File: src/afl_pkg.sv
// Shared constants and types for the arc flash trip and event logger
package afl_pkg;

    ////////////////////////////////////////////////////////////////////////
    // Sizes
    localparam int AFL_ZONES = 4;           // Protection zones
    localparam int AFL_CHANS = 4;           // Sensor channels
    localparam int AFL_NSTAT = 26;          // Status bits that raise events
    localparam int AFL_RECS  = 12;          // Operation records kept
    localparam int AFL_TS_W  = 32;          // Millisecond time stamp width
    localparam int AFL_CNT_W = 16;          // Event counter width
    localparam int AFL_CUR_W = 16;          // Current sample width
    localparam int AFL_SG_W  = 3;           // Setting group 1..8 as 0..7
    localparam int AFL_EV_W  = 5;           // Event code width
    localparam int AFL_NRAW  = 17;          // Pin inputs passing the filter, block on top

    ////////////////////////////////////////////////////////////////////////
    // Timing
    localparam int AFL_CLK_HZ      = 10_000_000;
    localparam int AFL_STAMP_MS    = 1;     // Stamp and processing cycle, ms
    localparam int AFL_MS_CLKS     = AFL_CLK_HZ / 1000 * AFL_STAMP_MS;
    localparam int AFL_BLK_LEAD_MS = 5;     // Block lead ahead of trip delay

    ////////////////////////////////////////////////////////////////////////
    // Status vector field positions
    localparam int ST_TRIP    = 0;
    localparam int ST_BLK     = 4;
    localparam int ST_PH_BLK  = 8;
    localparam int ST_PH_ST   = 9;
    localparam int ST_RES_BLK = 10;
    localparam int ST_RES_ST  = 11;
    localparam int ST_LIGHT   = 12;
    localparam int ST_PRESS   = 16;
    localparam int ST_DI      = 20;
    localparam int ST_SFLT    = 21;
    localparam int ST_IOFLT   = 25;

    ////////////////////////////////////////////////////////////////////////
    // Operation record layout, low field first
    localparam int REC_STAMP = 0;
    localparam int REC_CODE  = REC_STAMP + AFL_TS_W;
    localparam int REC_CUR   = REC_CODE + AFL_EV_W;   // A, B, C, residual
    localparam int REC_SENS  = REC_CUR + 4 * AFL_CUR_W;
    localparam int REC_SG    = REC_SENS + AFL_CHANS;
    localparam int REC_W     = REC_SG + AFL_SG_W;

    ////////////////////////////////////////////////////////////////////////
    // Reset values
    localparam logic [AFL_TS_W-1:0]  RST_TIME  = 32'h0000_0000;
    localparam logic [AFL_CNT_W-1:0] RST_COUNT = 16'h0000;

    // Digital input option per zone
    typedef enum logic [1:0] {AFL_DI_OFF, AFL_DI_LIGHT, AFL_DI_CURR} afl_di_mode_t;

endpackage : afl_pkg

File: src/afl_tick_div.sv
// Clock divider giving a one-cycle enable pulse
`timescale 1ns/1ps
`default_nettype none
module afl_tick_div
    import afl_pkg::*;
#(
    parameter int DIV = AFL_MS_CLKS        // Clocks per pulse
)(
    input  wire logic mclk,
    input  wire logic rst,
    output logic      tick                 // One-cycle pulse every DIV clocks
);

    logic [31:0] cnt;                      // Down counter
    logic [31:0] next_cnt;
    logic        next_tick;

    // Reload on zero so the pulse period is exactly DIV
    always_comb
    begin
        next_tick = (cnt == 32'h0000_0000);
        next_cnt  = next_tick ? 32'(DIV - 1) : cnt - 32'h0000_0001;
    end

    always_ff @(posedge mclk or posedge rst)
    begin
        if (rst)
        begin
            cnt  <= 32'h0000_0000;
            tick <= 1'b0;
        end
        else
        begin
            cnt  <= next_cnt;
            tick <= next_tick;
        end
    end

endmodule : afl_tick_div
`default_nettype wire

File: src/afl_rec_mem.sv
// Ring store for the most recent operation records
`timescale 1ns/1ps
`default_nettype none
module afl_rec_mem
    import afl_pkg::*;
#(
    parameter int DEPTH = AFL_RECS,
    parameter int W     = REC_W
)(
    input  wire logic         mclk,
    input  wire logic         rst,
    input  wire logic         wr_en,       // Store one record
    input  wire logic [W-1:0] wr_data,
    input  wire logic [3:0]   rd_idx,      // 0 is the newest record
    output logic      [W-1:0] rd_data,     // Registered read data
    output logic      [3:0]   fill         // Records held
);

    logic [W-1:0] mem [DEPTH];             // Record array, no reset needed
    logic [3:0]   wr_ptr;
    logic [3:0]   next_wr_ptr;
    logic [3:0]   next_fill;
    logic [4:0]   rd_addr;                 // Newest-relative to slot

    // Pointer wraps so the oldest entry is overwritten when full
    always_comb
    begin
        next_wr_ptr = wr_ptr;
        next_fill   = fill;
        if (wr_en)
        begin
            next_wr_ptr = (wr_ptr == 4'(DEPTH - 1)) ? 4'h0 : wr_ptr + 4'h1;
            next_fill   = (fill == 4'(DEPTH)) ? fill : fill + 4'h1;
        end
        rd_addr = 5'(wr_ptr) + 5'(DEPTH - 1) - 5'(rd_idx);
        if (rd_addr >= 5'(DEPTH))
            rd_addr = rd_addr - 5'(DEPTH);
    end

    always_ff @(posedge mclk or posedge rst)
    begin
        if (rst)
        begin
            wr_ptr <= 4'h0;
            fill   <= 4'h0;
        end
        else
        begin
            wr_ptr <= next_wr_ptr;
            fill   <= next_fill;
        end
    end

    // Array write and registered read
    always_ff @(posedge mclk)
    begin
        if (wr_en)
            mem[wr_ptr] <= wr_data;
        rd_data <= mem[rd_addr[3:0]];
    end

    property p_ptr_wrap;
        @(posedge mclk) disable iff (rst)
        (wr_en && wr_ptr == 4'(DEPTH - 1)) |=> (wr_ptr == 4'h0);
    endproperty
    a_ptr_wrap: assert property (p_ptr_wrap) else $error("ring pointer did not wrap");

endmodule : afl_rec_mem
`default_nettype wire

File: src/afl_arc_logger.sv
// Four-zone arc flash trip, block, status and event logging core
`timescale 1ns/1ps
`default_nettype none
module afl_arc_logger
    import afl_pkg::*;
#(
    parameter int MS_CLKS = AFL_MS_CLKS    // Clocks per millisecond cycle
)(
    input  wire logic                        mclk,
    input  wire logic                        rst,
    input  wire logic [AFL_CHANS-1:0]        light_raw,
    input  wire logic [AFL_CHANS-1:0]        press_raw,
    input  wire logic                        di_raw,
    input  wire logic                        ph_start_raw,
    input  wire logic                        res_start_raw,
    input  wire logic [AFL_CHANS-1:0]        sens_fault_raw,
    input  wire logic                        io_fault_raw,
    input  wire logic                        block_raw,
    input  wire logic [AFL_ZONES-1:0]        zone_en,
    input  wire logic [AFL_ZONES-1:0][3:0]   light_en,
    input  wire logic [AFL_ZONES-1:0][3:0]   press_en,
    input  wire logic [AFL_ZONES-1:0]        ph_qual_en,
    input  wire logic [AFL_ZONES-1:0]        res_qual_en,
    input  wire logic [AFL_ZONES-1:0][1:0]   di_mode,
    input  wire logic [AFL_NSTAT-1:0]        store_on,
    input  wire logic [AFL_NSTAT-1:0]        store_off,
    input  wire logic                        count_clr,
    input  wire logic                        time_load,
    input  wire logic [AFL_TS_W-1:0]         time_set,
    input  wire logic [AFL_CUR_W-1:0]        cur_a,
    input  wire logic [AFL_CUR_W-1:0]        cur_b,
    input  wire logic [AFL_CUR_W-1:0]        cur_c,
    input  wire logic [AFL_CUR_W-1:0]        cur_res,
    input  wire logic [AFL_SG_W-1:0]         set_group,
    input  wire logic [3:0]                  rec_rd_idx,
    output logic      [AFL_ZONES-1:0]        zone_trip,
    output logic      [AFL_ZONES-1:0]        zone_blocked,
    output logic      [AFL_NSTAT-1:0]        arc_status,
    output logic                             ev_valid,
    output logic      [AFL_EV_W-1:0]         ev_code,
    output logic                             ev_on,
    output logic      [AFL_TS_W-1:0]         ev_stamp,
    output logic      [AFL_CNT_W-1:0]        ev_count,
    output logic      [REC_W-1:0]            rec_rd_data,
    output logic      [3:0]                  rec_fill
);

    ////////////////////////////////////////////////////////////////////////
    // Millisecond processing cycle

    logic ms_tick;                          // One pulse per processing cycle

    afl_tick_div #(.DIV(MS_CLKS)) u_div (
        .mclk (mclk),
        .rst  (rst),
        .tick (ms_tick)
    );

    ////////////////////////////////////////////////////////////////////////
    // Pin input filter: three stages, change taken when stages two and three agree

    logic [AFL_NRAW-1:0] raw;               // Gathered pin inputs
    logic [AFL_NRAW-1:0] s1;                // First stage, read by s2 only
    logic [AFL_NRAW-1:0] s2;
    logic [AFL_NRAW-1:0] s3;
    logic [AFL_NRAW-1:0] filt;              // Accepted levels
    logic [AFL_NRAW-1:0] next_filt;

    assign raw = {block_raw, io_fault_raw, sens_fault_raw, res_start_raw,
                  ph_start_raw, di_raw, press_raw, light_raw};

    genvar gi;
    generate
        for (gi = 0; gi < AFL_NRAW; gi++)
        begin : g_filt
            // Single glitches are ignored at the cost of one clock of latency
            always_comb
            begin
                next_filt[gi] = (s2[gi] == s3[gi]) ? s3[gi] : filt[gi];
            end

            always_ff @(posedge mclk or posedge rst)
            begin
                if (rst)
                begin
                    s1[gi]   <= 1'b0;
                    s2[gi]   <= 1'b0;
                    s3[gi]   <= 1'b0;
                    filt[gi] <= 1'b0;
                end
                else
                begin
                    s1[gi]   <= raw[gi];
                    s2[gi]   <= s1[gi];
                    s3[gi]   <= s2[gi];
                    filt[gi] <= next_filt[gi];
                end
            end
        end
    endgenerate

    // Filtered views
    logic [3:0] light_f;
    logic [3:0] press_f;
    logic       di_f;
    logic       ph_f;
    logic       res_f;
    logic [3:0] sflt_f;
    logic       ioflt_f;
    logic       blk_f;

    assign light_f = filt[3:0];
    assign press_f = filt[7:4];
    assign di_f    = filt[8];
    assign ph_f    = filt[9];
    assign res_f   = filt[10];
    assign sflt_f  = filt[14:11];
    assign ioflt_f = filt[14+1];
    assign blk_f   = filt[AFL_NRAW-1];

    ////////////////////////////////////////////////////////////////////////
    // Zone pick-up and trip or block decision

    logic [AFL_ZONES-1:0] pick;             // Live pick-up per zone
    logic [AFL_ZONES-1:0] pick_prev;        // Pick-up at last cycle
    logic [AFL_ZONES-1:0] next_pick_prev;
    logic [AFL_ZONES-1:0] next_trip;
    logic [AFL_ZONES-1:0] next_blocked;
    logic                 blk_smp;          // Block level held for the cycle
    logic                 next_blk_smp;

    // Pick-up terms every clock; trip and block decided only on the cycle pulse
    always_comb
    begin
        logic lh;
        logic ph;
        logic sens;
        logic qual;
        lh = 1'b0;
        ph = 1'b0;
        sens = 1'b0;
        qual = 1'b0;
        next_blk_smp   = ms_tick ? blk_f : blk_smp;
        next_pick_prev = pick_prev;
        next_trip      = zone_trip;
        next_blocked   = zone_blocked;
        for (int z = 0; z < AFL_ZONES; z++)
        begin
            lh = |(light_f & light_en[z]);
            ph = |(press_f & press_en[z]);
            case (afl_di_mode_t'(di_mode[z]))
                AFL_DI_CURR:  sens = di_f & (lh | ph);
                AFL_DI_LIGHT: sens = lh | ph | di_f;
                default:      sens = lh | ph;
            endcase
            // Without any current option the sensors act alone
            qual = (ph_qual_en[z] & ph_f) | (res_qual_en[z] & res_f) |
                   ~(ph_qual_en[z] | res_qual_en[z]);
            pick[z] = zone_en[z] & sens & qual;
            if (ms_tick)
            begin
                next_pick_prev[z] = pick[z];
                if (!pick[z])
                begin
                    next_trip[z]    = 1'b0;
                    next_blocked[z] = 1'b0;
                end
                else if (!pick_prev[z])
                begin
                    // Uses the level caught on this very pulse
                    next_trip[z]    = ~blk_f;
                    next_blocked[z] = blk_f;
                end
            end
        end
    end

    // The blocking source must lead the delay; nothing here waits for it
    always_ff @(posedge mclk or posedge rst)
    begin
        if (rst)
        begin
            blk_smp      <= 1'b0;
            pick_prev    <= '0;
            zone_trip    <= '0;
            zone_blocked <= '0;
        end
        else
        begin
            blk_smp      <= next_blk_smp;
            pick_prev    <= next_pick_prev;
            zone_trip    <= next_trip;
            zone_blocked <= next_blocked;
        end
    end

    ////////////////////////////////////////////////////////////////////////
    // Status vector and change detection

    logic [AFL_NSTAT-1:0] stat_now;         // Live status
    logic [AFL_NSTAT-1:0] pend_on;          // Pending ON events
    logic [AFL_NSTAT-1:0] pend_off;         // Pending OFF events
    logic [AFL_NSTAT-1:0] next_pend_on;
    logic [AFL_NSTAT-1:0] next_pend_off;
    logic [AFL_NSTAT-1:0] clr_on;           // Bit taken this cycle
    logic [AFL_NSTAT-1:0] clr_off;

    // Blocked flags use the level held for this cycle, not the live pin
    assign stat_now = {ioflt_f, sflt_f, di_f, press_f, light_f,
                       res_f, res_f & blk_smp, ph_f, ph_f & blk_smp,
                       zone_blocked, zone_trip};

    // One event leaves per clock, lowest bit first, ON before OFF
    logic                 found;
    logic [AFL_EV_W-1:0]  pick_code;
    logic                 pick_on;

    always_comb
    begin
        found     = 1'b0;
        pick_code = '0;
        pick_on   = 1'b0;
        clr_on    = '0;
        clr_off   = '0;
        for (int k = AFL_NSTAT - 1; k >= 0; k--)
        begin
            if (pend_on[k] | pend_off[k])
            begin
                found     = 1'b1;
                pick_code = AFL_EV_W'(k);
                pick_on   = pend_on[k];
            end
        end
        if (found && pick_on)
            clr_on[pick_code] = 1'b1;
        else if (found)
            clr_off[pick_code] = 1'b1;
        // A new edge outranks the clear of the same bit
        next_pend_on  = (pend_on & ~clr_on) | (stat_now & ~arc_status);
        next_pend_off = (pend_off & ~clr_off) | (~stat_now & arc_status);
    end

    ////////////////////////////////////////////////////////////////////////
    // Event output, stamp, counter and records

    logic [AFL_TS_W-1:0]  time_ms;          // Running millisecond stamp
    logic [AFL_TS_W-1:0]  next_time;
    logic [AFL_CNT_W-1:0] next_count;
    logic                 next_ev_valid;
    logic                 rec_wr;           // Zone trip ON taken
    logic [REC_W-1:0]     rec_data;

    always_comb
    begin
        next_time = time_load ? time_set :
                    (ms_tick ? time_ms + 32'h0000_0001 : time_ms);
        next_ev_valid = found & (pick_on ? store_on[pick_code]
                                         : store_off[pick_code]);
        // A clear in the same cycle as an event still keeps that event
        if (count_clr)
            next_count = found ? 16'h0001 : RST_COUNT;
        else
            next_count = ev_count + AFL_CNT_W'(found);
        rec_wr = found & pick_on & (pick_code < AFL_EV_W'(ST_BLK));
        rec_data = {set_group, light_f | press_f, cur_res, cur_c, cur_b,
                    cur_a, pick_code, time_ms};
    end

    always_ff @(posedge mclk or posedge rst)
    begin
        if (rst)
        begin
            pend_on    <= '0;
            pend_off   <= '0;
            arc_status <= '0;
            time_ms    <= RST_TIME;
            ev_count   <= RST_COUNT;
            ev_valid   <= 1'b0;
            ev_code    <= '0;
            ev_on      <= 1'b0;
            ev_stamp   <= RST_TIME;
        end
        else
        begin
            pend_on    <= next_pend_on;
            pend_off   <= next_pend_off;
            arc_status <= stat_now;
            time_ms    <= next_time;
            ev_count   <= next_count;
            ev_valid   <= next_ev_valid;
            ev_code    <= found ? pick_code : ev_code;
            ev_on      <= found ? pick_on : ev_on;
            ev_stamp   <= found ? time_ms : ev_stamp;
        end
    end

    afl_rec_mem #(.DEPTH(AFL_RECS), .W(REC_W)) u_rec (
        .mclk    (mclk),
        .rst     (rst),
        .wr_en   (rec_wr),
        .wr_data (rec_data),
        .rd_idx  (rec_rd_idx),
        .rd_data (rec_rd_data),
        .fill    (rec_fill)
    );

    ////////////////////////////////////////////////////////////////////////
    // Checks

    property p_blk_hold;
        @(posedge mclk) disable iff (rst)
        !ms_tick |=> $stable(blk_smp);
    endproperty
    a_blk_hold: assert property (p_blk_hold) else $error("block level moved mid cycle");

    property p_new_trip;
        @(posedge mclk) disable iff (rst)
        (ms_tick && pick[0] && !pick_prev[0])
            |=> (zone_trip[0] == !blk_smp) && (zone_blocked[0] == blk_smp);
    endproperty
    a_new_trip: assert property (p_new_trip) else $error("zone 0 decision wrong");

    property p_blocked_no_trip;
        @(posedge mclk) disable iff (rst)
        zone_blocked[0] |-> !zone_trip[0];
    endproperty
    a_blocked_no_trip: assert property (p_blocked_no_trip) else $error("blocked zone tripped");

    property p_light_pick;
        @(posedge mclk) disable iff (rst)
        (zone_en[0] && light_f[0] && light_en[0][0] && di_mode[0] == 2'h0
         && !ph_qual_en[0] && !res_qual_en[0]) |-> pick[0];
    endproperty
    a_light_pick: assert property (p_light_pick) else $error("light did not pick up");

    property p_change_event;
        @(posedge mclk) disable iff (rst)
        (stat_now != arc_status) |=> ((pend_on | pend_off) != '0);
    endproperty
    a_change_event: assert property (p_change_event) else $error("change left no event");

    property p_store_mask;
        @(posedge mclk) disable iff (rst)
        found |=> (ev_valid == (ev_on ? $past(store_on[pick_code])
                                      : $past(store_off[pick_code])));
    endproperty
    a_store_mask: assert property (p_store_mask) else $error("masked event stored");

    property p_stamp;
        @(posedge mclk) disable iff (rst)
        ev_valid |-> (ev_stamp == $past(time_ms));
    endproperty
    a_stamp: assert property (p_stamp) else $error("event stamp wrong");

    property p_count;
        @(posedge mclk) disable iff (rst)
        (found && !count_clr) |=> (ev_count == $past(ev_count) + 16'h0001);
    endproperty
    a_count: assert property (p_count) else $error("event count not advanced");

endmodule : afl_arc_logger
`default_nettype wire

File: config.mk
export PLATFORM = sky130hd
export DESIGN_NAME = afl_arc_logger
export DESIGN_NICKNAME = d
export VERILOG_FILES = /design/src/afl_pkg.sv /design/src/afl_tick_div.sv /design/src/afl_rec_mem.sv /design/src/afl_arc_logger.sv
export SDC_FILE = /design/constraint.sdc
export NUM_CORES = 2
export LEC_CHECK = 0
export BUFFER_PORTS_ARGS = -buffer_cell sky130_fd_sc_hd__buf_2
export CAP_MARGIN = 20
export CORE_UTILIZATION = 45
export CTS_BUF_LIST = sky130_fd_sc_hd__clkbuf_8 sky130_fd_sc_hd__clkbuf_16
export DETAILED_ROUTE_END_ITERATION = 8
export PLACE_DENSITY = 0.68
export SYNTH_ARGS = -nofsm -noshare
export SYNTH_HDL_FRONTEND = slang
export SYNTH_SLANG_ARGS = --single-unit
File: constraint.sdc
create_clock -name mclk -period 11.6 [get_ports mclk]
set_clock_uncertainty 0.15 [all_clocks]
set_input_delay 1.16 -clock mclk [delete_from_list [all_inputs] [get_ports mclk]]
set_output_delay 1.16 -clock mclk [all_outputs]
set_load 0.1 [all_outputs]
Word level (Yosys, flattened, before mapping) --
Memory sizes are Yosys's and may differ from the RTL's. A register that Yosys moved wholly into a read port is not among the register bits. Cells that the tools add are included.
Storage, ports and cells: bits in registers 287, memory bits (writable) 1296, input port bits 228, output and inout port bits 201, word-level logic and storage cells 365, memories kept 1
Memory list:
- u_rec.mem | words 12, bits a word 108, read ports 1, clocked after memory_dff 1, wr ports 1, RTL line afl_rec_mem.sv:19 | logic [W-1:0] mem [DEPTH];
Operators by class: add/sub/neg operators 8, magnitude comparators 4, eq/ne operators 31, multiplexer cells 117, bitwise operators 96, reduce and logical (&&, ||, !) cells 17
Operator list (number):
- $mux W5 | 26
- $and A26 B26 Y26 | 4
- $not A26 Y26 | 4
- $mux W32 | 3
- $mux W26 | 3
- $mux W1 | 75
- $or A26 B26 Y26 | 2
- $or A1 B1 Y1 | 46
- $add A32 B1 Y32 const B | 1
- $and A4 B4 Y4 | 8
- $logic_not A32 Y1 | 1
- $reduce_or A4 Y1 | 8
- $sub A32 B1 Y32 const B | 1
- $and A1 B1 Y1 | 25
- $eq A1 B1 Y1 | 17
- $add A16 B1 Y16 | 1
- $mux W16 | 1
- $bmux W1 S5 | 2
- $reduce_and A2 Y1 | 5
- $add A4 B1 Y4 const B | 2
- $eq A2 B1 Y1 const B | 4
- $eq A2 B2 Y1 const B | 4
- $eq A4 B4 Y1 const B | 2
- $mux W4 | 2
- 14 further kinds | 26

Longest topological paths before layout --
depth after elaboration 36, depth in mapped cells 13, depth with buffers taken out 12

Cells and area by module --
From an unflattened synthesis, not the netlist that was laid out.
Second synthesis, totals: cell total of the unflattened synthesis 3636, area total of the unflattened synthesis 65355.2 µm²
By module, submodules not included:
- afl_rec_mem | times used 1, cells an instance 2385, area each 52694.3 µm², sequential area each 41279.6 µm²
- afl_arc_logger | times used 1, cells an instance 1094, area each 11024.3 µm², sequential area each 6155.9 µm²
- afl_tick_div | times used 1, cells an instance 157, area each 1636.6 µm², sequential area each 825.8 µm²

Worst setup path after synthesis --
OpenSTA, ideal clock, no wires.
path kind register -> register, start point reg pend_off[3], end point mem u_rec.mem[11][0] in the netlist's numbering (enable), setup time 0.480 ns, arrival 4.168 ns, data required time 10.970 ns, slack 6.802 ns, cell stages (with the launch flop) 9, buffers on the path 1, period minus slack after synthesis 4.798 ns, cell sequence dfrtp_1 nor4_1 o221a_2 a21oi_1 o21ai_0 a21oi_1 nor2_1 clkbuf_1 and3_1
On the way: longest elaborated chain between the ends 9, elaborated cells on any way between the ends 18, those cells by class 1 x order compare; 14 x mux; 3 x bitwise
Ends and longest elaborated chain:
- from (decl) | RTL line afl_arc_logger.sv:202 | logic [AFL_NSTAT-1:0] pend_off;
- from (signal assigned) | RTL line afl_arc_logger.sv:286 | pend_off <= next_pend_off;
- $or A1 B1 Y1 (*) | RTL line afl_arc_logger.sv:227 | if (pend_on[k] | pend_off[k])
- $mux W5 / $mux W1 (equally long branches) (4 in a row) | RTL line afl_arc_logger.sv:227
- $lt A5 B3 Y1 / $and A1 B1 Y1 (equally long branches) | RTL line afl_arc_logger.sv:264 | rec_wr = found & pick_on & (pick_code < AFL_EV_W'(ST_BLK));
- $and A1 B1 Y1 (*) | RTL line afl_arc_logger.sv:264
- $mux W1 (*) | RTL line afl_rec_mem.sv:57 | if (wr_en)
- $mux W1 (implied by the code) (*) | RTL line afl_rec_mem.sv:58 | mem[wr_ptr] <= wr_data;
- to (decl) | RTL line afl_rec_mem.sv:19
Mark *: on every way between the ends. The rest lies on a longest branch, timed or not.

Worst setup path after layout --
start point reg u_rec.wr_ptr[1], end point reg u_rec.rd_data[62], read port of u_rec.mem
On the way: longest elaborated chain between the ends 4, elaborated cells on any way between the ends 5, those cells by class 3 x add/sub; 1 x order compare; 1 x mux
Ends and longest elaborated chain:
- from (decl) | RTL line afl_rec_mem.sv:20 | logic [3:0] wr_ptr;
- from (signal assigned) | RTL line afl_rec_mem.sv:49 | wr_ptr <= next_wr_ptr;
- $add A4 B4 Y5 (*) | RTL line afl_rec_mem.sv:35 | rd_addr = 5'(wr_ptr) + 5'(DEPTH - 1) - 5'(rd_idx);
- $sub A5 B4 Y5 (*) | RTL line afl_rec_mem.sv:35
- $sub A4 B4 Y4 / $ge A5 B4 Y1 (equally long branches) | RTL line afl_rec_mem.sv:37, afl_rec_mem.sv:36
- $mux W4 (*) | RTL line afl_rec_mem.sv:36 | if (rd_addr >= 5'(DEPTH))
- to (decl) | RTL line afl_rec_mem.sv:15 | output logic [W-1:0] rd_data,
Marked as above. A chain may end at the register's enable or synchronous reset.

==> reports/metrics.yaml <==
startpoint_type: "flop"
cp.required_ps: 12160
hold_viol: 0
hpwl_um: 83640
slew-limit-headroom_pct: 20.99
hold_ws_ps: 180.6
cts_sinks: 1691
leakage_nw: 26.36
core_area_mm2: 0.1402
synth_cells: 3409
async_reset_ff_share_pct: 16.97
crit_buf_inv: 2
cts_hold_buf: 0
avgSynthCellArea_um2: 18.75
post-route-period-util_pct: 41.27
outcome: "complete, no violations"
htreeDepth: 4
num_io_pins: 429
finalSetupTns_ps: 0
syn_area_mm2: 0.06391
ys_seq_area_share_pct: 75.52
fin_crit_ps: 4787
worstSetupPathType: "reg -> reg"
setup_viol: 0
tightest_slew_ps: 1185
clkLatencyLatePin_ps: 810
nets: 4168
cts_buffers: 172
num-fill-cells: 11220
grt_overflow: 0
end_kind: "flop"
drt-total-wl_um: 147500
seqCellArea_mm2: 0.04826
arrival_ps: 5340
grt_max_degree: 178
start_util_pct: 45.58
ys.flop_type: "edfxtp_1"
yosysWarnings: 0
area_growth_syn_to_layout_pct: 15.99
cts_buffer_depth: 3
port-buffer-count: 428
grt_pass1_vias: 34040
ant_nets: 0
antenna_found_initial: 17
synth_cell_type_count: 75
r2r_setup_slack_ps: 6810
hp-class: "reg -> reg"
post-cts-setup-buffers: 0
synth-edff-count: 1296
drt_iter0_drc: 2622
first_pass_iters: 6
synth_nets: 3665
vias: 33240
crit_path_max_fanout: 75
clk_pin_slew_ps: 60
ctsResizeCount: 0
multi_input_area_mm2: 0.01489
power_density_mw_per_mm2: 189.7
route.detailed.drc: 0
die_width_um: 378.9
drv_cap: 0
rsz0062_at_grt: "no"
root_buffer: "clkbuf_16"
rows: 137
crit_slowest_cell: "buf_4"
avgViaCountPerCell: 5.591
grt_pass1_wl_um: 217600
cts_tree: "yes"
yosys_register_bits: 1691
grt_use_total_pct: 20.62
max_freq_mhz: 208.9
critPathMaxStageDelay_ps: 890
die_area_mm2: 0.1435
gp_congestion: 0.8624
fp.dieH_um: 378.9
path_cells: "ha_1 -> ha_4 -> fa_1 -> xor2_1 -> ha_1 -> a221o_1 -> mux2i_4 -> buf_4 -> buf_4 -> nor2_1 -> a21oi_1"
wl_per_cell_um: 24.81
crit_family: "buffers and inverters"
layout-drive-gt1-share_pct: 27.75
vdd_drop_max_mv: 0.1373
drv_slew: 0
[worst paths after layout]
kind,cells after the start,from,end
min in group asynchronous,2,rst,ev_stamp[7]
max in group asynchronous,3,rst,filt[0]
max reg2reg,11,u_rec.wr_ptr[1],u_rec.rd_data[62]
min reg2reg,0,s1[4],s2[4]
min,0,s1[4],s2[4]
max,11,u_rec.wr_ptr[1],u_rec.rd_data[62]
[sequential cells by signal, indices dropped and copies added (netlist names), 4 cells and up]
signal,flops
u_rec.wr_ptr,4
ev_stamp,32
ev_count,16
u_div.cnt,32
pend_off,26
s1,17
s3,17
u_rec.rd_data,108
filt,12
ev_code,5
zone_trip,4
pick_prev,4
s2,17
u_rec.fill,4
pend_on,26
arc_status,26
u_rec.mem,1296
time_ms,32
zone_blocked,4
[layout make-up]
class                           instances  area share, %
Clock inverter                        128          1.512
Multi-Input combinational cell       1500          20.09
Tap cell                             1876          3.166
Inverter                               73         0.3798
Sequential cell                      1691          65.10
Antenna cell                            8        0.02701
Clock buffer                          195          6.279
Timing Repair Buffer                  474          3.440
[cell families (layout without fill, tap and decap cells)]
| logic type | Yosys count | after routing | share of synthesized area [%] |
|---|---|---|---|
| compound gates | 375 | 375 | 3.542 |
| xor+xnor | 72 | 72 | 0.9867 |
| fa+ha+maj | 45 | 45 | 0.8262 |
| buf+inv | 218 | 870 | 1.372 |
| flops | 1691 | 1691 | 75.52 |
| mux | 479 | 479 | 13.91 |
| other cells | 0 | 8 | 0 |
| simple gates | 529 | 529 | 3.845 |
[worst reg2reg max path, delay by kind of cell (launching register included)]
kind	cells	cell delay, ps
adder cells (fa/ha/maj)	4	1180
AND/OR/NAND/NOR	1	190
XOR/XNOR	1	360
buffers and inverters	2	1600
multiplexers	1	260
flip-flops	1	460
AO/OA/AOI/OAI	2	480
[per-layer routing]
metal,global-route usage (%),up-vias,routed length [um]
met1,27.68,17380,62340
met4,6.627,12,4158
met3,4.386,270,9406
li1,-,14500,-
met2,33.66,1074,71560
met5,0,-,63
[cell usage after synthesis, types with 23 or more instances]
cell         n  area share [%]
xnor2_1     30            0.41
o21ai_0    122            0.96
mux2i_1    122             1.9
mux2_2      33            0.58
ha_1        27            0.53
clkbuf_1   105            0.62
a22oi_1     23            0.27
nor2_1     191             1.1
dfxtp_1    108             3.4
and3_1      25            0.24
nand3_1     40            0.31
nor3_1      31            0.24
edfxtp_1  1296              61
mux4_2     324              11
a21oi_1    138             1.1
nand2_1    150            0.88
xor2_1      42            0.58
dfrtp_1    287              11
inv_1       72            0.42
[cells in the final DEF, fill, tap and decap left out, types with 20 or more instances in the layout]
| cell | synthesis | final |
|---|---|---|
| edfxtp_1 | 1296 | 1296 |
| buf_2 | 11 | 428 |
| mux4_2 | 324 | 324 |
| dfrtp_1 | 287 | 287 |
| nor2_1 | 191 | 190 |
| clkbuf_16 | 0 | 175 |
| nand2_1 | 150 | 150 |
| a21oi_1 | 138 | 138 |
| inv_1 | 72 | 122 |
| o21ai_0 | 122 | 122 |
| mux2i_1 | 122 | 121 |
| dfxtp_1 | 108 | 108 |
| xor2_1 | 42 | 41 |
| buf_4 | 10 | 41 |
| nand3_1 | 40 | 40 |
| mux2_2 | 33 | 33 |
| nor3_1 | 31 | 31 |
| xnor2_1 | 30 | 30 |
| clkinv_2 | 0 | 28 |
| ha_1 | 27 | 25 |
| a22oi_1 | 23 | 23 |
| clkbuf_8 | 0 | 20 |
[where the power goes]
| part | internal (mW) | switching [mW] |
|---|---|---|
| clock network | 3.18 | 2.34 |
| logic | 0.367 | 1.34 |
| registers | 6.69 | 0.143 |
| total | 10.2 | 3.82 |
[per-stage QoR]
step | std cells | area (um2) | util [%] | setup WS [ps] | power, mW
after detailed placement | 5613 | 68310 | 48.72 | 5970 | 8.676
after global placement | 5613 | 68310 | 48.72 | 6075 | 8.658
after floorplan | 3409 | 63910 | - | 2369 | 8.180
final | 5945 | 74130 | 52.87 | 6813 | 14.06
after CTS | 5936 | 74090 | 52.84 | 6747 | 14.19
after global routing | 5940 | 74120 | 52.86 | 6575 | 14.50
No activity file was read; power rests on OpenSTA's default activity.
